## src/logic/sck_consts.svh

```systemverilog
`ifndef SCK_CONSTS_SVH
`define SCK_CONSTS_SVH

// Register byte addresses.
`define SCK_ADDR_CLK_CTRL 32'h4000_2000
`define SCK_ADDR_TRIM_CTRL 32'h4000_5c00
`define SCK_ADDR_USER_LP 32'h4000_5c04
`define SCK_ADDR_USER_HP 32'h4000_5c08
`define SCK_ADDR_WIN_MAX_LOW 32'h4000_5c0c
`define SCK_ADDR_WIN_MAX_HIGH 32'h4000_5c10
`define SCK_ADDR_WIN_MIN_LOW 32'h4000_5c14
`define SCK_ADDR_WIN_MIN_HIGH 32'h4000_5c18
`define SCK_ADDR_TRIM_STATUS 32'h4000_5c1c
`define SCK_ADDR_APPLIED_LP 32'h4000_5c20
`define SCK_ADDR_APPLIED_HP 32'h4000_5c24
`define SCK_ADDR_UNLOCK 32'h4000_5c28

// Reset values.
`define SCK_CLK_CTRL_RST 16'h00e0
`define SCK_TRIM_CTRL_RST 3'h0
`define SCK_WIN_RST 19'h0_0000
`define SCK_UNLOCK_RST 16'h0000

// Field positions.
`define SCK_CLK_CTRL_DIV_BIT 0
`define SCK_CLK_CTRL_SEL_LSB 3
`define SCK_CLK_CTRL_SEL_MSB 4
`define SCK_TRIM_CTRL_MODE_BIT 0
`define SCK_TRIM_CTRL_STEP_LSB 1
`define SCK_TRIM_CTRL_STEP_MSB 2
`define SCK_STATUS_PREC_BIT 0
`define SCK_STATUS_HP_CHG_BIT 1
`define SCK_STATUS_LP_CHG_BIT 2

// Widths and codes.
`define SCK_TRIM_W 9
`define SCK_WIN_W 19
`define SCK_WIN_LOW_W 16
`define SCK_TRIM_MAX 9'h1ff
`define SCK_SEL_LF 2'h2
`define SCK_SEL_EXT 2'h3

`endif

```

## src/logic/sck_pkg.sv

```systemverilog
package sck_pkg;

  // Root clock source chosen by the source select field.
  typedef enum {
    SCK_ROOT_HF,
    SCK_ROOT_LF,
    SCK_ROOT_EXT
  } sck_root_t;

  // Trim operating mode.
  typedef enum {
    SCK_TRIM_USER,
    SCK_TRIM_SYSTEM
  } sck_trim_mode_t;

endpackage

```

## src/logic/sck_clock_trim.sv

```systemverilog
`timescale 1ns/100ps
`include "sck_consts.svh"

module sck_clock_trim #(
  parameter logic [15:0] TRIM_UNLOCK_KEY = 16'h00a5, // Arbitrary value.
  parameter logic [8:0] FACTORY_TRIM_LP = 9'h100,
  parameter logic [8:0] FACTORY_TRIM_HP = 9'h100
) (
  input wire logic CLK_IN,
  input wire logic SRST_IN,
  input wire logic [31:0] REG_ADDR_IN,
  input wire logic [31:0] REG_WDATA_IN,
  input wire logic REG_WR_IN,
  input wire logic REG_RD_IN,
  output logic [31:0] REG_RDATA_OUT,
  input wire logic HF_OSC_CLK_IN,
  input wire logic LF_OSC_CLK_IN,
  input wire logic EXT_CLK_IN,
  input wire logic OSC_LOW_PREC_SEL_IN,
  input wire logic PERIPH_CLK_EN_IN,
  input wire logic CORE_FREE_CLK_EN_IN,
  input wire logic MEM_CLK_EN_IN,
  input wire logic CONV_IF_CLK_EN_IN,
  input wire logic LIN_MEAS_VALID_IN,
  input wire logic [18:0] LIN_MEAS_VALUE_IN,
  output logic UNDIV_CLK_OUT,
  output logic CORE_CLK_OUT,
  output logic PERIPH_CLK_OUT,
  output logic CORE_FREE_CLK_OUT,
  output logic MEM_CLK_OUT,
  output logic CONV_IF_CLK_OUT,
  output logic HF_OSC_LOW_PREC_OUT,
  output logic [8:0] TRIM_LOW_PREC_OUT,
  output logic [8:0] TRIM_HIGH_PREC_OUT
);

  // Steps a trim value by the given count, saturating at both ends so a
  // long run of one-sided errors can never wrap the oscillator to the far end.
  function automatic logic [8:0] trim_step(input logic [8:0] value, input logic [2:0] count,
                                           input logic up, input logic down);
    logic [9:0] wide;
    wide = {1'b0, value};
    if (up) begin
      wide = wide + {7'h00, count};
      if (wide > {1'b0, `SCK_TRIM_MAX}) begin
        wide = {1'b0, `SCK_TRIM_MAX};
      end
    end else if (down) begin
      if (wide < {7'h00, count}) begin
        wide = 10'h000;
      end else begin
        wide = wide - {7'h00, count};
      end
    end
    return wide[8:0];
  endfunction

  // Registers.
  logic [15:0] clk_ctrl_reg;
  logic [15:0] clk_ctrl_next;
  logic [2:0] trim_ctrl_reg;
  logic [2:0] trim_ctrl_next;
  logic [8:0] user_lp_reg;
  logic [8:0] user_lp_next;
  logic [8:0] user_hp_reg;
  logic [8:0] user_hp_next;
  logic [8:0] applied_lp_reg;
  logic [8:0] applied_lp_next;
  logic [8:0] applied_hp_reg;
  logic [8:0] applied_hp_next;
  logic [18:0] win_min_reg;
  logic [18:0] win_min_next;
  logic [18:0] win_max_reg;
  logic [18:0] win_max_next;
  logic [15:0] unlock_reg;
  logic [15:0] unlock_next;
  logic armed_reg;
  logic armed_next;
  logic lp_chg_reg;
  logic lp_chg_next;
  logic hp_chg_reg;
  logic hp_chg_next;
  logic [31:0] rdata_reg;
  logic [31:0] rdata_next;
  logic low_prec_reg;

  // Clock path registers.
  logic hf_s1_reg;
  logic hf_s2_reg;
  logic lf_s1_reg;
  logic lf_s2_reg;
  logic ext_s1_reg;
  logic ext_s2_reg;
  logic undiv_reg;
  logic undiv_next;
  logic div_reg;
  logic div_next;
  logic core_reg;
  logic core_next;
  logic periph_reg;
  logic free_reg;
  logic mem_reg;
  logic conv_reg;

  // Address decode.
  wire logic hit_clk_ctrl = (REG_ADDR_IN == `SCK_ADDR_CLK_CTRL);
  wire logic hit_trim_ctrl = (REG_ADDR_IN == `SCK_ADDR_TRIM_CTRL);
  wire logic hit_user_lp = (REG_ADDR_IN == `SCK_ADDR_USER_LP);
  wire logic hit_user_hp = (REG_ADDR_IN == `SCK_ADDR_USER_HP);
  wire logic hit_max_l = (REG_ADDR_IN == `SCK_ADDR_WIN_MAX_LOW);
  wire logic hit_max_h = (REG_ADDR_IN == `SCK_ADDR_WIN_MAX_HIGH);
  wire logic hit_min_l = (REG_ADDR_IN == `SCK_ADDR_WIN_MIN_LOW);
  wire logic hit_min_h = (REG_ADDR_IN == `SCK_ADDR_WIN_MIN_HIGH);
  wire logic hit_status = (REG_ADDR_IN == `SCK_ADDR_TRIM_STATUS);
  wire logic hit_appl_lp = (REG_ADDR_IN == `SCK_ADDR_APPLIED_LP);
  wire logic hit_appl_hp = (REG_ADDR_IN == `SCK_ADDR_APPLIED_HP);
  wire logic hit_unlock = (REG_ADDR_IN == `SCK_ADDR_UNLOCK);

  // A protected write lands only while the key from the previous write is armed.
  wire logic prot_ok = REG_WR_IN && armed_reg;
  wire logic key_write = REG_WR_IN && hit_unlock && (REG_WDATA_IN[15:0] == TRIM_UNLOCK_KEY);

  // Mode and step decode from the trim control register.
  sck_pkg::sck_trim_mode_t trim_mode;
  assign trim_mode = trim_ctrl_reg[`SCK_TRIM_CTRL_MODE_BIT] ?
    sck_pkg::SCK_TRIM_SYSTEM : sck_pkg::SCK_TRIM_USER;
  wire logic [1:0] step_code = trim_ctrl_reg[`SCK_TRIM_CTRL_STEP_MSB:`SCK_TRIM_CTRL_STEP_LSB];
  wire logic [2:0] step_count = {1'b0, step_code} + 3'h1;

  // Measurement window; the error is judged against the middle of the window,
  // so a longer bit time than the middle means the oscillator runs fast.
  wire logic [19:0] win_sum = {1'b0, win_min_reg} + {1'b0, win_max_reg};
  wire logic [18:0] win_mid = win_sum[19:1];
  wire logic in_window = (LIN_MEAS_VALUE_IN >= win_min_reg) && (LIN_MEAS_VALUE_IN <= win_max_reg);
  wire logic cal_event = LIN_MEAS_VALID_IN && in_window &&
    (trim_mode == sck_pkg::SCK_TRIM_SYSTEM);
  wire logic step_up = cal_event && (LIN_MEAS_VALUE_IN < win_mid);
  wire logic step_down = cal_event && (LIN_MEAS_VALUE_IN > win_mid);
  wire logic [8:0] lp_stepped = trim_step(applied_lp_reg, step_count, step_up, step_down);
  wire logic [8:0] hp_stepped = trim_step(applied_hp_reg, step_count, step_up, step_down);
  wire logic lp_hw_change = low_prec_reg && (lp_stepped != applied_lp_reg);
  wire logic hp_hw_change = !low_prec_reg && (hp_stepped != applied_hp_reg);

  // Register write path; a write of anything but the key disarms the lock.
  always_comb begin
    clk_ctrl_next = clk_ctrl_reg;
    trim_ctrl_next = trim_ctrl_reg;
    user_lp_next = user_lp_reg;
    user_hp_next = user_hp_reg;
    win_min_next = win_min_reg;
    win_max_next = win_max_reg;
    unlock_next = unlock_reg;
    armed_next = armed_reg;
    if (REG_WR_IN) begin
      armed_next = key_write;
      if (hit_unlock) begin
        unlock_next = REG_WDATA_IN[15:0];
      end
      if (hit_clk_ctrl) begin
        clk_ctrl_next = REG_WDATA_IN[15:0];
      end
      if (hit_min_l) begin
        win_min_next[15:0] = REG_WDATA_IN[15:0];
      end
      if (hit_min_h) begin
        win_min_next[18:16] = REG_WDATA_IN[2:0];
      end
      if (hit_max_l) begin
        win_max_next[15:0] = REG_WDATA_IN[15:0];
      end
      if (hit_max_h) begin
        win_max_next[18:16] = REG_WDATA_IN[2:0];
      end
      if (prot_ok && hit_trim_ctrl) begin
        trim_ctrl_next = REG_WDATA_IN[2:0];
      end
      if (prot_ok && hit_user_lp) begin
        user_lp_next = REG_WDATA_IN[8:0];
      end
      if (prot_ok && hit_user_hp) begin
        user_hp_next = REG_WDATA_IN[8:0];
      end
    end
  end

  // Applied trims mirror the user values in user mode and follow the
  // measured steps in system mode, only for the precision mode in use.
  always_comb begin
    applied_lp_next = applied_lp_reg;
    applied_hp_next = applied_hp_reg;
    if (trim_mode == sck_pkg::SCK_TRIM_USER) begin
      applied_lp_next = user_lp_reg;
      applied_hp_next = user_hp_reg;
    end else if (low_prec_reg) begin
      applied_lp_next = lp_stepped;
    end else begin
      applied_hp_next = hp_stepped;
    end
  end

  // Change flags: a hardware change in the same cycle as a status read wins.
  always_comb begin
    lp_chg_next = lp_chg_reg;
    hp_chg_next = hp_chg_reg;
    if (REG_RD_IN && hit_status) begin
      lp_chg_next = 1'b0;
      hp_chg_next = 1'b0;
    end
    if ((trim_mode == sck_pkg::SCK_TRIM_SYSTEM) && lp_hw_change) begin
      lp_chg_next = 1'b1;
    end
    if ((trim_mode == sck_pkg::SCK_TRIM_SYSTEM) && hp_hw_change) begin
      hp_chg_next = 1'b1;
    end
  end

  // Read path; unmapped addresses and reserved bits read as zero.
  always_comb begin
    rdata_next = 32'h0000_0000;
    if (REG_RD_IN) begin
      if (hit_clk_ctrl) begin
        rdata_next = {16'h0000, clk_ctrl_reg};
      end else if (hit_trim_ctrl) begin
        rdata_next = {29'h0000_0000, trim_ctrl_reg};
      end else if (hit_user_lp) begin
        rdata_next = {23'h00_0000, user_lp_reg};
      end else if (hit_user_hp) begin
        rdata_next = {23'h00_0000, user_hp_reg};
      end else if (hit_appl_lp) begin
        rdata_next = {23'h00_0000, applied_lp_reg};
      end else if (hit_appl_hp) begin
        rdata_next = {23'h00_0000, applied_hp_reg};
      end else if (hit_min_l) begin
        rdata_next = {16'h0000, win_min_reg[15:0]};
      end else if (hit_min_h) begin
        rdata_next = {29'h0000_0000, win_min_reg[18:16]};
      end else if (hit_max_l) begin
        rdata_next = {16'h0000, win_max_reg[15:0]};
      end else if (hit_max_h) begin
        rdata_next = {29'h0000_0000, win_max_reg[18:16]};
      end else if (hit_status) begin
        rdata_next = {29'h0000_0000, lp_chg_reg, hp_chg_reg, low_prec_reg};
      end else if (hit_unlock) begin
        rdata_next = {16'h0000, unlock_reg};
      end
    end
  end

  // Register state. Trim values start at the factory defaults in user mode.
  always_ff @(posedge CLK_IN) begin
    if (SRST_IN) begin
      clk_ctrl_reg <= `SCK_CLK_CTRL_RST;
      trim_ctrl_reg <= `SCK_TRIM_CTRL_RST;
      user_lp_reg <= FACTORY_TRIM_LP;
      user_hp_reg <= FACTORY_TRIM_HP;
      applied_lp_reg <= FACTORY_TRIM_LP;
      applied_hp_reg <= FACTORY_TRIM_HP;
      win_min_reg <= `SCK_WIN_RST;
      win_max_reg <= `SCK_WIN_RST;
      unlock_reg <= `SCK_UNLOCK_RST;
      armed_reg <= 1'b0;
      lp_chg_reg <= 1'b0;
      hp_chg_reg <= 1'b0;
      rdata_reg <= 32'h0000_0000;
      low_prec_reg <= 1'b0;
    end else begin
      clk_ctrl_reg <= clk_ctrl_next;
      trim_ctrl_reg <= trim_ctrl_next;
      user_lp_reg <= user_lp_next;
      user_hp_reg <= user_hp_next;
      applied_lp_reg <= applied_lp_next;
      applied_hp_reg <= applied_hp_next;
      win_min_reg <= win_min_next;
      win_max_reg <= win_max_next;
      unlock_reg <= unlock_next;
      armed_reg <= armed_next;
      lp_chg_reg <= lp_chg_next;
      hp_chg_reg <= hp_chg_next;
      rdata_reg <= rdata_next;
      low_prec_reg <= OSC_LOW_PREC_SEL_IN;
    end
  end

  // Root source decode from the select field.
  wire logic [1:0] src_sel = clk_ctrl_reg[`SCK_CLK_CTRL_SEL_MSB:`SCK_CLK_CTRL_SEL_LSB];
  sck_pkg::sck_root_t root_src;
  assign root_src = (src_sel == `SCK_SEL_EXT) ? sck_pkg::SCK_ROOT_EXT :
    (src_sel == `SCK_SEL_LF) ? sck_pkg::SCK_ROOT_LF : sck_pkg::SCK_ROOT_HF;
  wire logic div_on = clk_ctrl_reg[`SCK_CLK_CTRL_DIV_BIT];

  // Root clock mux and divide by two. The sources are sampled on the system
  // clock, so the derived edges carry one system period of jitter and a source
  // change may shorten one phase; this trades edge accuracy for a single domain.
  always_comb begin
    case (root_src)
      sck_pkg::SCK_ROOT_HF: undiv_next = hf_s2_reg;
      sck_pkg::SCK_ROOT_LF: undiv_next = lf_s2_reg;
      sck_pkg::SCK_ROOT_EXT: undiv_next = ext_s2_reg;
      default: undiv_next = hf_s2_reg;
    endcase
    div_next = div_reg ^ (undiv_next && !undiv_reg);
    core_next = div_on ? div_next : undiv_next;
  end

  // Synchronisers and derived clocks. Gates come only from the enable inputs.
  always_ff @(posedge CLK_IN) begin
    if (SRST_IN) begin
      hf_s1_reg <= 1'b0;
      hf_s2_reg <= 1'b0;
      lf_s1_reg <= 1'b0;
      lf_s2_reg <= 1'b0;
      ext_s1_reg <= 1'b0;
      ext_s2_reg <= 1'b0;
      undiv_reg <= 1'b0;
      div_reg <= 1'b0;
      core_reg <= 1'b0;
      periph_reg <= 1'b0;
      free_reg <= 1'b0;
      mem_reg <= 1'b0;
      conv_reg <= 1'b0;
    end else begin
      hf_s1_reg <= HF_OSC_CLK_IN;
      hf_s2_reg <= hf_s1_reg;
      lf_s1_reg <= LF_OSC_CLK_IN;
      lf_s2_reg <= lf_s1_reg;
      ext_s1_reg <= EXT_CLK_IN;
      ext_s2_reg <= ext_s1_reg;
      undiv_reg <= undiv_next;
      div_reg <= div_next;
      core_reg <= core_next;
      periph_reg <= core_next && PERIPH_CLK_EN_IN;
      free_reg <= core_next && CORE_FREE_CLK_EN_IN;
      mem_reg <= core_next && MEM_CLK_EN_IN;
      conv_reg <= core_next && CONV_IF_CLK_EN_IN;
    end
  end

  // Outputs straight from flip-flops.
  assign REG_RDATA_OUT = rdata_reg;
  assign UNDIV_CLK_OUT = undiv_reg;
  assign CORE_CLK_OUT = core_reg;
  assign PERIPH_CLK_OUT = periph_reg;
  assign CORE_FREE_CLK_OUT = free_reg;
  assign MEM_CLK_OUT = mem_reg;
  assign CONV_IF_CLK_OUT = conv_reg;
  assign HF_OSC_LOW_PREC_OUT = low_prec_reg;
  assign TRIM_LOW_PREC_OUT = applied_lp_reg;
  assign TRIM_HIGH_PREC_OUT = applied_hp_reg;

endmodule // sck_clock_trim

```

## config.mk

```make
export PLATFORM = sky130hd
export DESIGN_NAME = sck_clock_trim
export DESIGN_NICKNAME = d
export VERILOG_FILES = /design/src/logic/sck_pkg.sv /design/src/logic/sck_clock_trim.sv
export VERILOG_INCLUDE_DIRS = /design/src /design/src/logic
export SDC_FILE = /design/constraint.sdc
export NUM_CORES = 1
export LEC_CHECK = 0
export CORE_MARGIN = 4
export CORE_UTILIZATION = 70
export DETAILED_ROUTE_END_ITERATION = 6
export DONT_BUFFER_PORTS = 1
export PLACE_DENSITY = 0.91
export SLEW_MARGIN = 5
export SYNTH_ARGS = -nofsm -noshare
export SYNTH_HDL_FRONTEND = slang
export SYNTH_SLANG_ARGS = --single-unit
```

## constraint.sdc

```tcl
create_clock -name CLK_IN -period 8.47 [get_ports CLK_IN]
set_input_delay 2.541 -clock CLK_IN [delete_from_list [all_inputs] [get_ports CLK_IN]]
set_output_delay 2.541 -clock CLK_IN [all_outputs]
set_load 0.02 [all_outputs]
```

---- After elaboration in Yosys (flattened, before gate mapping) ----
Index checks and enable logic that the tools add are counted.
word-level totals
  flip-flop bits (word level) ............. 158
  bits of input ports ..................... 96
  output and inout port bits .............. 57
  word-level logic and storage cells ...... 137
operators by class
  $add $sub $neg .......................... 6
  $lt $le $gt $ge ......................... 8
  eq/ne operators ......................... 21
  multiplexer cells ....................... 32
  bitwise operators ....................... 2
  reduce and logical (&&, ||, !) cells .... 38
operator list
  kind                                                                               count
  32-bit by 31-bit equality test with 1-bit output (second input constant)           12
  16-bit two-way mux                                                                 12
  9-bit two-way mux                                                                  12
  32-bit zero test                                                                   1
  1-bit logical AND                                                                  21
  19-bit by 19-bit adder with 20-bit output                                          1
  9-bit by 3-bit adder with 10-bit output                                            2
  10-bit by 9-bit greater-than comparator with 1-bit output (second input constant)  2
  19-bit >= comparator                                                               1
  19-bit greater-than comparator                                                     1
  19-bit less-or-equal comparator                                                    1
  19-bit < comparator                                                                1
  9-bit by 3-bit < comparator with 1-bit output                                      2
  9-bit inequality test                                                              2
  2-bit AND reduction                                                                9
  9-bit by 3-bit subtractor with 9-bit output                                        2
  16-bit by 8-bit equality test with 1-bit output (second input constant)            1
  13-bit OR reduction                                                                1
  2-bit equality test (second input constant)                                        3
  1-bit two-way mux                                                                  6
  2-bit nonzero test                                                                 3
  2-bit by 1-bit adder with 3-bit output (second input constant)                     1
  2-bit by 1-bit equality test with 1-bit output (second input constant)             1
  1-bit zero test                                                                    2
  7 further kinds                                                                    7

---- Depth between registers and ports, before layout ----
Gate-level depths: netlist of run 1.
  depth after elaboration ................. 13
  depth in mapped cells ................... 21
  gate-level depth less buffers ........... 19

---- Least setup slack after synthesis of run 1 ----
Ideal clock, no wire load.
  kind .................................... input to register
  start ................................... in LIN_MEAS_VALUE_IN[8]
  end ..................................... reg applied_lp_reg[6] (netlist: TRIM_LOW_PREC_OUT[6])
  library setup time ...................... 0.070 ns
  data arrival time ....................... 4.936 ns
  required time ........................... 8.400 ns
  slack ................................... 3.464 ns
  stages on the path ...................... 9
  cells stage by stage .................... ha_1 > a211oi_2 > nor2_1 > a2111oi_0 > o221a_2 > nand4_4 > or4_1 > a311o_1 > a21oi_1
between the ends
  cells in the longest elaborated chain, start to end .. 9
RTL lines
  what                                                                     line                   RTL
  start: declaration                                                       sck_clock_trim.sv:25   input wire logic [18:0] LIN_MEAS_VALUE_IN,
  19-bit >= comparator or 19-bit less-or-equal comparator (tied branches)  sck_clock_trim.sv:134  wire logic in_window = (LIN_MEAS_VALUE_IN >= win_min_reg) && (LIN_MEAS_VALUE_IN <= win_max_reg);
  1-bit logical AND                                                        sck_clock_trim.sv:134
  1-bit logical AND (2 in a row)                                           sck_clock_trim.sv:135  wire logic cal_event = LIN_MEAS_VALID_IN && in_window &&
  1-bit logical AND                                                        sck_clock_trim.sv:138  wire logic step_down = cal_event && (LIN_MEAS_VALUE_IN > win_mid);
  9-bit two-way mux                                                        sck_clock_trim.sv:48   end else if (down) begin
  9-bit two-way mux *                                                      sck_clock_trim.sv:43   if (up) begin
  9-bit two-way mux *                                                      sck_clock_trim.sv:194  end else if (low_prec_reg) begin
  9-bit two-way mux *                                                      sck_clock_trim.sv:191  if (trim_mode == sck_pkg::SCK_TRIM_USER) begin
  end signal: assignment                                                   sck_clock_trim.sv:271  applied_lp_reg <= applied_lp_next;
  end: declaration                                                         sck_clock_trim.sv:67   logic [8:0] applied_lp_reg;
Mark *: on every way between the ends. The rest lies on a longest branch, timed or not. The select of a mux whose other input is x is not followed.
A chain may end at the register's enable or synchronous reset.

---- Final worst setup path of run 1 ----
  start ................................... reg win_min_reg[0]
  end ..................................... reg applied_hp_reg[3] (netlist: TRIM_HIGH_PREC_OUT[3])
between the ends
  cells in the longest elaborated chain, start to end .. 9
RTL lines
  what                                                                               line                   RTL
  start: declaration                                                                 sck_clock_trim.sv:71   logic [18:0] win_min_reg;
  start signal: assignment                                                           sck_clock_trim.sv:258  win_min_reg <= `SCK_WIN_RST;
  start signal: assignment                                                           sck_clock_trim.sv:273  win_min_reg <= win_min_next;
  branches (longest 6 deep; another with 19-bit by 19-bit adder with 20-bit output)  --
  9-bit two-way mux *                                                                sck_clock_trim.sv:43
  9-bit two-way mux *                                                                sck_clock_trim.sv:194
  9-bit two-way mux *                                                                sck_clock_trim.sv:191
  end signal: assignment                                                             sck_clock_trim.sv:272  applied_hp_reg <= applied_hp_next;
  end: declaration                                                                   sck_clock_trim.sv:69   logic [8:0] applied_hp_reg;
Every way passes the cells marked *. The select of a mux whose other input is x is not followed.

==> impl_metrics.ini, run 1 <==
[status]
run_status = finished, final reports clean

[worst_setup_path]
end_kind = flip-flop
worstPathRequired_ns = 8.75
path_cells = and2_1, fa_1, a21o_1, a21oi_1, o21bai_1, a21oi_1, o21ai_0, a21boi_0, nand2_1, xnor2_1, ha_1, a21o_1, a21oi_1, a31oi_1, or4_1, nor3_2, a32oi_1, nor4_1, a311oi_1
crit_top_cell = a21oi_1
worst_r2r_path_depth = 19
crit_buf_inv = 0
crit_slowest_cell = or4_1
reg2reg_from = win_min_reg[0]
startpoint_type = flip-flop
worstPathArrival_ns = 6.43
ff2ff_setup_slack_ns = 2.33
crit_type = flip-flop to flip-flop
max_stage_delay_ns = 0.79
cp_max_fo = 10
r2r_end = TRIM_HIGH_PREC_OUT[3]
cpLargestDelayFamily = simple AND/OR/NAND/NOR gates

[clock_tree]
clock_latency_ns = 0.43
htreeDepth = 4
cts_tree = done
cts-root-buf = clkbuf_16
cts_max_path_buffers = 2
clkSlewWorstSetupHoldPaths_ns = 0.06
postCtsSetupBuffers = 0
cts_resized = 0
cts.sinks = 142
holdBufCountCts = 0
cts_made_buffers = 17

[sta]
min_period_ns = 6.142
max_freq_mhz = 162.8
hold_slack_ns = 0.4448
slew_headroom_pct = 44.20
rsz0062_at_grt = false
maxSlewViolCount = 0
tightest_slew_ns = 0.8324
finalSetupTns_ns = 0
fin_ws_ns = 2.328
post-route-period-util_pct = 72.52
clock_skew_ns = 0.007757
setup_viol = 0
hold_viol = 0

[place]
dp_hpwl_mm = 22.39
pre_cts_slack_ns = 2.706
io_buffers = 0
gp_congestion = 0.9633

[yosys]
synth_area_per_cell_um2 = 7.885
yosysSeqAreaShare_pct = 28.82
synth_area_mm2 = 0.009864
synth.area.top_cells = dfxtp_1 29%, ha_1 11%, a21oi_1 6.5%
ys_ff_latch = 142
ys_warn_count = 0
synth_edf_count = 0
synth_top_area_share_pct = 28.82
synthCells = 1251
synth_flop_cell = dfxtp_1
synth_top_cell_by_area = dfxtp_1
ys_types = 85
async_flop_share_pct = 0

[floorplan]
die_h_um = 126.7
coreArea_mm2 = 0.01383
dieArea_mm2 = 0.01606
start_util_pct = 71.34
io_pins = 153
rows = 43
fp.dieW_um = 126.7

[global_routing]
gr-total-overflow = 0
grt_pass1_vias = 9186
antenna_found_initial = 0
track_usage_pct = 38.19
grt_start_max_net_pins = 126
grt_pass1_wl_mm = 49.00

[detailed_routing]
drcViolationCount = 0
finalWirelength_mm = 31.77
ant_nets = 0
via_per_inst = 7.114
drt_iter0_drc = 1879
drt-wirelength-per-cell_um = 22.69
vias = 9960
dr.pass1.iters = 7

[pwr]
leakagePower_nw = 3.720
peakVddDrop_mv = 0.1686
powerDensity_mw_per_mm2 = 142.8
power_mw = 1.475

[min_path]
min_path_type = flip-flop to flip-flop
hold-path-cell-count = 1
min_to = lf_s2_reg
hold_start = lf_s1_reg

[job]
drv_cap = 0

[final_layout]
area_growth_pct = 4.732
final_layout_size_suffix_gt1_share_pct = 6.066
n_antenna_cell = 0
final_cell_mix = 172 x nand2_1, 142 x dfxtp_1, 129 x a21oi_1
fin_nets = 1396
layout_commonest_cell = nand2_1
==> report_power, final <==
part	internal (mW)	switching [mW]
Sequential	0.670	0.00162
Clock	0.442	0.298
Combinational	0.0252	0.0390
==> cells by family (layout without fill, tap and decap cells) <==
family / after synthesis / in the layout / share of synthesized area [%]
AND/OR/NAND/NOR: 475 / 475 / 23.60
AO/OA/AOI/OAI: 331 / 331 / 22.60
buffers and inverters: 153 / 107 / 7.344
flip-flops: 142 / 142 / 28.82
adder cells (fa/ha/maj): 93 / 93 / 12.18
multiplexers: 35 / 35 / 3.552
XOR/XNOR: 21 / 21 / 1.864
other: 1 / 16 / 0.03802
==> worst register-to-register path: cells and delay by family (launching register included) <==
family,cells,cell delay [ns]
adders and majority gates,2,0.71
AOI/OAI and AO/OA,11,2.30
DFF,1,0.40
and+or+nand+nor,5,2.39
xor gates and xnor gates,1,0.20
==> how the worst max path moves through the flow <==
stage / startpoint / endpoint / slack, ns / depth (start not counted)
final: win_min_reg[0] / TRIM_HIGH_PREC_OUT[3] / 2.33 / 19
after global routing: win_min_reg[0] / TRIM_HIGH_PREC_OUT[3] / 2.17 / 19
after CTS: win_min_reg[0] / TRIM_HIGH_PREC_OUT[3] / 2.69 / 19
after detailed placement: win_min_reg[0] / TRIM_HIGH_PREC_OUT[3] / 2.71 / 19
after global placement: win_min_reg[0] / TRIM_HIGH_PREC_OUT[3] / 2.78 / 19
after floorplan: LIN_MEAS_VALUE_IN[8] / TRIM_LOW_PREC_OUT[6] / 3.46 / 9
==> routing by layer <==
layer	vias up	GRT usage (%)	wire, µm
li1	4430	-	-
met1	4551	51.92	11890
met2	802	56.66	13540
met3	177	11.37	4746
met4	0	16.03	1590
met5	-	0	0
==> Yosys cell counts, types with 6 or more instances <==
library cell / count
buf_4: 16
dfxtp_1: 142
nor2_1: 91
nor4_1: 16
or4_1: 8
o221ai_1: 6
nand2b_1: 6
a21o_1: 17
nor3_1: 27
inv_1: 67
nand3_1: 52
xnor2_1: 11
o211ai_1: 8
a211oi_1: 8
and3_1: 13
a222oi_1: 11
buf_2: 8
or2_2: 7
nand4_1: 17
o21ai_0: 32
nand2_1: 172
a21oi_1: 129
xor2_1: 10
a221oi_1: 10
and2_1: 15
clkbuf_1: 53
nand3b_1: 6
a31oi_1: 14
a22oi_1: 14
nor2b_1: 15
clkbuf_8: 6
ha_1: 88
mux2i_1: 35
o21bai_1: 11
==> area by class of cell <==
| class | count | area [µm²] |
|---|---|---|
| clock buffer | 19 | 442.9 |
| clock inverter | 13 | 140.1 |
| fill | 973 | 3496 |
| inverter | 67 | 251.5 |
| multi-input combinational | 971 | 6369 |
| sequential | 142 | 2843 |
| tap | 180 | 225.2 |
| timing repair buffer | 8 | 60.06 |
==> per-stage QoR <==
stage | utilization, % | cells | cell area [µm²]
5_1_grt | 74.72 | 1400 | 10330
6_report | 74.72 | 1400 | 10330
3_5_place_dp | 70.50 | 1368 | 9748
3_3_place_gp | 70.50 | 1368 | 9748
2_1_floorplan | - | 1266 | 9921
4_1_cts | 74.72 | 1400 | 10330
(Power assumes the default switching activity.)
==> run 2: changes to the inputs <==
--- a/config.mk
+++ b/config.mk
@@ -6,11 +6,12 @@
 export SDC_FILE = /design/constraint.sdc
 export NUM_CORES = 1
 export LEC_CHECK = 0
+export ABC_AREA = 1
 export CORE_MARGIN = 4
-export CORE_UTILIZATION = 70
+export CORE_UTILIZATION = 65
 export DETAILED_ROUTE_END_ITERATION = 6
 export DONT_BUFFER_PORTS = 1
-export PLACE_DENSITY = 0.91
+export PLACE_DENSITY = 0.86
 export SLEW_MARGIN = 5
 export SYNTH_ARGS = -nofsm -noshare
 export SYNTH_HDL_FRONTEND = slang
==> constraint.sdc (replaced) <==
create_clock -name CLK_IN -period 6.4 [get_ports CLK_IN]
set_input_delay 1.92 -clock CLK_IN [delete_from_list [all_inputs] [get_ports CLK_IN]]
set_output_delay 1.92 -clock CLK_IN [all_outputs]
set_load 0.02 [all_outputs]
==> run 2 against run 1 <==
Combinational power is 70% higher. Clock power is 45% higher. Fmax is 15% higher. Sequential cell count stayed put. Global-route usage is 6.5 points lower. Clock-buffer cell count is 3 higher. Power is 40% higher. Area after synthesis is 2.7% higher. Largest cell class unchanged. Largest power group unchanged.
==> impl_metrics.ini, run 2 <==
[status]
run_status = finished, final reports clean

[place]
gp_congestion = 0.9703
dp_cells = 1669
io_buffers = 0
dp_hpwl_mm = 21.64

[clock_tree]
cts_max_path_buffers = 2
postCtsSetupBuffers = 0
cts_resized = 0
cts_made_buffers = 17
cts.sinks = 142
cts_tree = done
clkSlewWorstSetupHoldPaths_ns = 0.06
holdBufCountCts = 0
clock_latency_ns = 0.41
cts-root-buf = clkbuf_16
htreeDepth = 4

[yosys]
ys_types = 56
synth_top_cell_by_area = dfxtp_1
yosysMostFrequentCell = nand2_1
yosysSeqAreaShare_pct = 28.05
synth_flop_cell = dfxtp_1
synth_top_area_share_pct = 28.05
synth.area.top_cells = dfxtp_1 28%, nand2_1 12%, ha_1 11%
synth_area_mm2 = 0.01013
ys_warn_count = 0
synthCells = 1505
ys_ff_latch = 142
async_flop_share_pct = 0
synth_common_cells = 336 x nand2_1, 193 x inv_1, 156 x a21oi_1, 142 x dfxtp_1, 125 x o21ai_0
synth_edf_count = 0
synth_area_per_cell_um2 = 6.733

[pwr]
powerDensity_mw_per_mm2 = 192.4
peakVddDrop_mv = 0.2257
leakagePower_nw = 4.699

[worst_setup_path]
worstPathArrival_ns = 5.61
cp-startpoint = win_min_reg[2]
max_stage_delay_ns = 0.38
reg2reg_from = win_min_reg[2]
cpLargestDelayFamily = simple AND/OR/NAND/NOR gates
crit_buf_inv = 3
cp_max_fo = 20
end_kind = flip-flop
crit_top_cell = nand2_1
crit_slowest_cell = ha_1
worstPathRequired_ns = 6.69
crit_type = flip-flop to flip-flop
startpoint_type = flip-flop

[sta]
tightest_slew_ns = 1.244
rsz0062_at_grt = false
hold_viol = 0
min_period_ns = 5.319
clock_skew_ns = 0.006242
max_freq_mhz = 188.0
finalSetupTns_ns = 0
post-route-period-util_pct = 83.10
slew_headroom_pct = 17.06
maxSlewViolCount = 0
hold_slack_ns = 0.4002
setup_viol = 0

[floorplan]
io_pins = 153
dieArea_mm2 = 0.01765
rows = 45
coreArea_mm2 = 0.01526
fp.dieW_um = 132.9
die_h_um = 132.9
start_util_pct = 66.41

[detailed_routing]
finalWirelength_mm = 29.17
via_per_inst = 6.047
ant_nets = 0
drt_iter0_drc = 1197
dr.pass1.iters = 5
drcViolationCount = 0
drt-wirelength-per-cell_um = 17.18
vias = 10270

[min_path]
min_path_type = flip-flop to flip-flop
hold_start = hf_s1_reg

[final_layout]
final_cell_mix = 336 x nand2_1, 193 x inv_1, 156 x a21oi_1
fin_nets = 1666
layout_commonest_cell = nand2_1
n_antenna_cell = 0
final_layout_size_suffix_gt1_share_pct = 5.313
finish.utilization_pct = 70.55
area_growth_pct = 6.235
finalNonFillerCells = 1698
num-fill-cells = 1213

[global_routing]
antenna_found_initial = 0
grt_pass1_vias = 9296
grt_pass1_wl_mm = 46.23
grt_start_max_net_pins = 92
gr-total-overflow = 0
track_usage_pct = 31.72

[job]
drv_cap = 0
-- run 2: cell count changes after synthesis, moves of 27 or more --
cell | before | now
nand2_1 | 172 | 336
inv_1 | 67 | 193
o21ai_0 | 32 | 125
mux2i_1 | 35 | 0
a21oi_1 | 129 | 156
nand3_1 | 52 | 79
-- run 2: cell families after synthesis --
family | Yosys count | synth area share, %
buffers and inverters | 273 | 11.16
other | 1 | 0.03701
DFF | 142 | 28.05
and+or+nand+nor | 603 | 26.34
xor gates and xnor gates | 29 | 2.506
adders and majority gates | 93 | 11.85
AOI/OAI and AO/OA | 364 | 20.05
-- run 2: layout make-up --
cell class | count | area, µm² | area share (%)
multi-input combinational | 1105 | 6216 | 57.74
sequential | 142 | 2843 | 26.41
inverter | 208 | 785.8 | 7.299
clock buffer | 22 | 474.2 | 4.405
tap | 211 | 264.0 | 2.452
clock inverter | 7 | 160.2 | 1.488
timing repair buffer | 3 | 22.52 | 0.2092
-- run 2: final timing paths --
kind | slack, ns | endpoint | cells after the start
min | 0.40 | hf_s2_reg | 2
min reg2reg | 0.40 | hf_s2_reg | 2
max | 1.08 | lp_chg_reg | 32
max reg2reg | 1.08 | lp_chg_reg | 32
-- run 2: worst register-to-register path, delay by kind of cell (launching register included) --
family / cells / cell delay, ns
AND/OR/NAND/NOR: 21 / 2.37
AO/OA/AOI/OAI: 6 / 1.18
buffers and inverters: 3 / 0.68
adder cells (fa/ha/maj): 2 / 0.67
flip-flops: 1 / 0.33
-- run 2: stage by stage --
step                      setup slack [ns]  power (mW)  instance area (µm²)
after floorplan                      2.427       1.001                10190
after CTS                            1.234       2.062                10770
after global placement               1.408       1.011                10130
after global routing                0.7720       2.121                10770
final                                1.081       2.071                10770
after detailed placement             1.256       1.016                10130
-- run 2: where the power goes --
group | internal [mW] | total, mW | switching [mW]
clock network | 0.715 | 1.07 | 0.356
registers | 0.887 | 0.891 | 0.00312
logic | 0.0312 | 0.109 | 0.0773
total | 1.63 | 2.07 | 0.437
-- run 2: per-layer routing --
layer / up-vias / share of wire, % / track usage (%)
met4: 0 / 3.9 / 11.55
met3: 103 / 11 / 6.502
met1: 4644 / 41 / 43.20
met5: - / 0 / 0
li1: 4911 / - / -
met2: 610 / 44 / 49.80
==> run 3: changes to the inputs <==
--- a/config.mk
+++ b/config.mk
@@ -6,12 +6,12 @@
 export SDC_FILE = /design/constraint.sdc
 export NUM_CORES = 1
 export LEC_CHECK = 0
-export ABC_AREA = 1
+export ABC_AREA = 0
 export CORE_MARGIN = 4
-export CORE_UTILIZATION = 65
+export CORE_UTILIZATION = 59
 export DETAILED_ROUTE_END_ITERATION = 6
 export DONT_BUFFER_PORTS = 1
-export PLACE_DENSITY = 0.86
+export PLACE_DENSITY = 0.83
 export SLEW_MARGIN = 5
 export SYNTH_ARGS = -nofsm -noshare
 export SYNTH_HDL_FRONTEND = slang
==> constraint.sdc (replaced) <==
create_clock -name CLK_IN -period 4.3 [get_ports CLK_IN]
set_input_delay 1.29 -clock CLK_IN [delete_from_list [all_inputs] [get_ports CLK_IN]]
set_output_delay 1.29 -clock CLK_IN [all_outputs]
set_load 0.02 [all_outputs]
==> run 3 against run 2 <==
The flow now finishes with violations (design-rule violations, negative setup slack). Non-clock buffer count up 130. Clock-buffer cell count down 5. Largest cell class unchanged. Register-to-register slack worse by 1.4 ns. Power up 47%. Routed wire length up 22%. Cell count down 7.8%.
==> impl_metrics.ini, run 3 (synthesis gave the netlist of run 1 again) <==
[place]
gp_congestion = 0.9715
placedInstanceArea_mm2 = 0.01058
dp_hpwl_mm = 25.34
io_buffers = 0
pre_cts_slack_ns = -0.4619

[worst_setup_path]
crit_type = flip-flop to flip-flop
end_kind = flip-flop
crit_buf_inv = 3
cp_max_fo = 5
reg2reg_from = win_min_reg[1]
worstPathArrival_ns = 4.97
path_cells = buf_6, fa_2, a21o_1, a21oi_2, o21bai_1, a21oi_2, o21ai_2, a21boi_4, nand2_1, xnor2_2, ha_4, buf_4, a21o_1, a21oi_1, a31oi_1, or4_4, buf_6, mux2i_4, or4_1, o211a_1, a41oi_2
cp-startpoint = win_min_reg[1]
cpLargestDelayFamily = compound AO/OA/AOI/OAI gates
startpoint_type = flip-flop
crit_slowest_cell = or4_4
worstPathRequired_ns = 4.66
max_stage_delay_ns = 0.49

[clock_tree]
cts_made_buffers = 17
cts.sinks = 142
cts_max_path_buffers = 2
cts-root-buf = clkbuf_16
clock_latency_ns = 0.44
htreeDepth = 4
clkSlewWorstSetupHoldPaths_ns = 0.07
cts_tree = done

[floorplan]
die_h_um = 137.3
fp.dieW_um = 137.3
dieArea_mm2 = 0.01885
io_pins = 153
coreArea_mm2 = 0.01647
rows = 47
start_util_pct = 59.91

[sta]
finalSetupTns_ns = -3.819
max_freq_mhz = 217.0
slew_headroom_pct = 33.81
min_period_ns = 4.609
maxSlewViolCount = 0
tightest_slew_ns = 0.9853
rsz0062_at_grt = true
post-route-period-util_pct = 107.2
hold_viol = 0
fin_ws_ns = -0.3090
clock_skew_ns = 0.009783
setup_viol = 20

[final_layout]
final_layout_size_suffix_gt1_share_pct = 19.55
final_area_mm2 = 0.01188
layout_commonest_cell = nand2_1
n_antenna_cell = 0
finish.utilization_pct = 72.12
area_growth_pct = 20.38
final_cell_mix = 171 x nand2_1, 138 x dfxtp_1, 118 x a21oi_1
fin_nets = 1521

[global_routing]
grt_start_max_net_pins = 126
grt_pass1_vias = 9687
gr-total-overflow = 0
track_usage_pct = 36.39
antenna_found_initial = 0
grt_pass1_wl_mm = 53.16

[status]
run_status = finished, violations left
violations = design-rule violations, negative setup slack

[detailed_routing]
finalWirelength_mm = 35.70
via_per_inst = 6.808
top_layer = met4
met2WireLength_mm = 15.22
drcViolationCount = 33
wl_met3_mm = 5.148
ant_nets = 0
drt-wirelength-per-cell_um = 22.81
wl_met1_mm = 13.81
vias = 10650
drt_iter0_drc = 1766
dr.pass1.iters = 7

[job]
drv_cap = 0

[pwr]
powerDensity_mw_per_mm2 = 256.6
leakagePower_nw = 4.486
peakVddDrop_mv = 0.2778

[min_path]
hold_start = ext_s1_reg
min_path_type = flip-flop to flip-flop
==> run 3: cell count changes in the layout (fill, tap and decap cells not counted), moves of 17 or more <==
| cell | change |
|---|---|
| nand3_1 | -30 |
| buf_6 | +17 |
| o21ai_0 | -104 |
| buf_4 | +110 |
| nor2_1 | -20 |
| mux2i_1 | +33 |
| nand2_1 | -165 |
| inv_1 | -126 |
| a21oi_1 | -38 |
==> run 3: layout make-up <==
class / count / area (µm²)
Fill cell: 1212 / 4591
Timing Repair Buffer: 133 / 1090
Clock inverter: 15 / 197.7
Inverter: 67 / 251.5
Clock buffer: 17 / 425.4
Sequential cell: 142 / 2853
Tap cell: 220 / 275.3
Multi-Input combinational cell: 971 / 6783
==> run 3: worst paths after layout <==
check | to | slack [ns] | depth (start not counted)
max | hp_chg_reg | -0.31 | 21
min | ext_s2_reg | 0.44 | 1
max reg2reg | hp_chg_reg | -0.31 | 21
min reg2reg | ext_s2_reg | 0.44 | 1
==> run 3: routing by layer <==
metal	GRT usage [%]	up-vias
li1	-	4687
met2	54.85	896
met4	13.64	0
met5	0	-
met1	49.86	4920
met3	9.788	151
==> run 3: repair_timing <==
action / CTS / global route
hold buffers: 0 / 0
cloned: 0 / 0
pin swaps: 49 / 32
setup buffers: 17 / 8
gates resized for setup: 63 / 44
hold endpoints to repair: 0 / 0
setup endpoints to repair: 20 / 20
==> run 3: per-stage QoR <==
| stage | power, mW | hold WS [ns] | cells |
|---|---|---|---|
| 2_1_floorplan | 1.488 | 0.4138 | 1266 |
| 3_3_place_gp | 1.477 | 0.4250 | 1509 |
| 3_5_place_dp | 1.484 | 0.4274 | 1509 |
| 4_1_cts | 3.020 | 0.4439 | 1557 |
| 5_1_grt | 3.110 | 0.4525 | 1565 |
| 6_report | 3.047 | 0.4396 | 1565 |
==> run 3: report_power, final <==
| group | total, mW | switching [mW] | leakage, nW | internal, mW |
|---|---|---|---|---|
| clock network | 1.57 | 0.681 | 0.308 | 0.889 |
| logic | 0.153 | 0.0846 | 3.03 | 0.0682 |
| registers | 1.32 | 0.00593 | 1.15 | 1.32 |
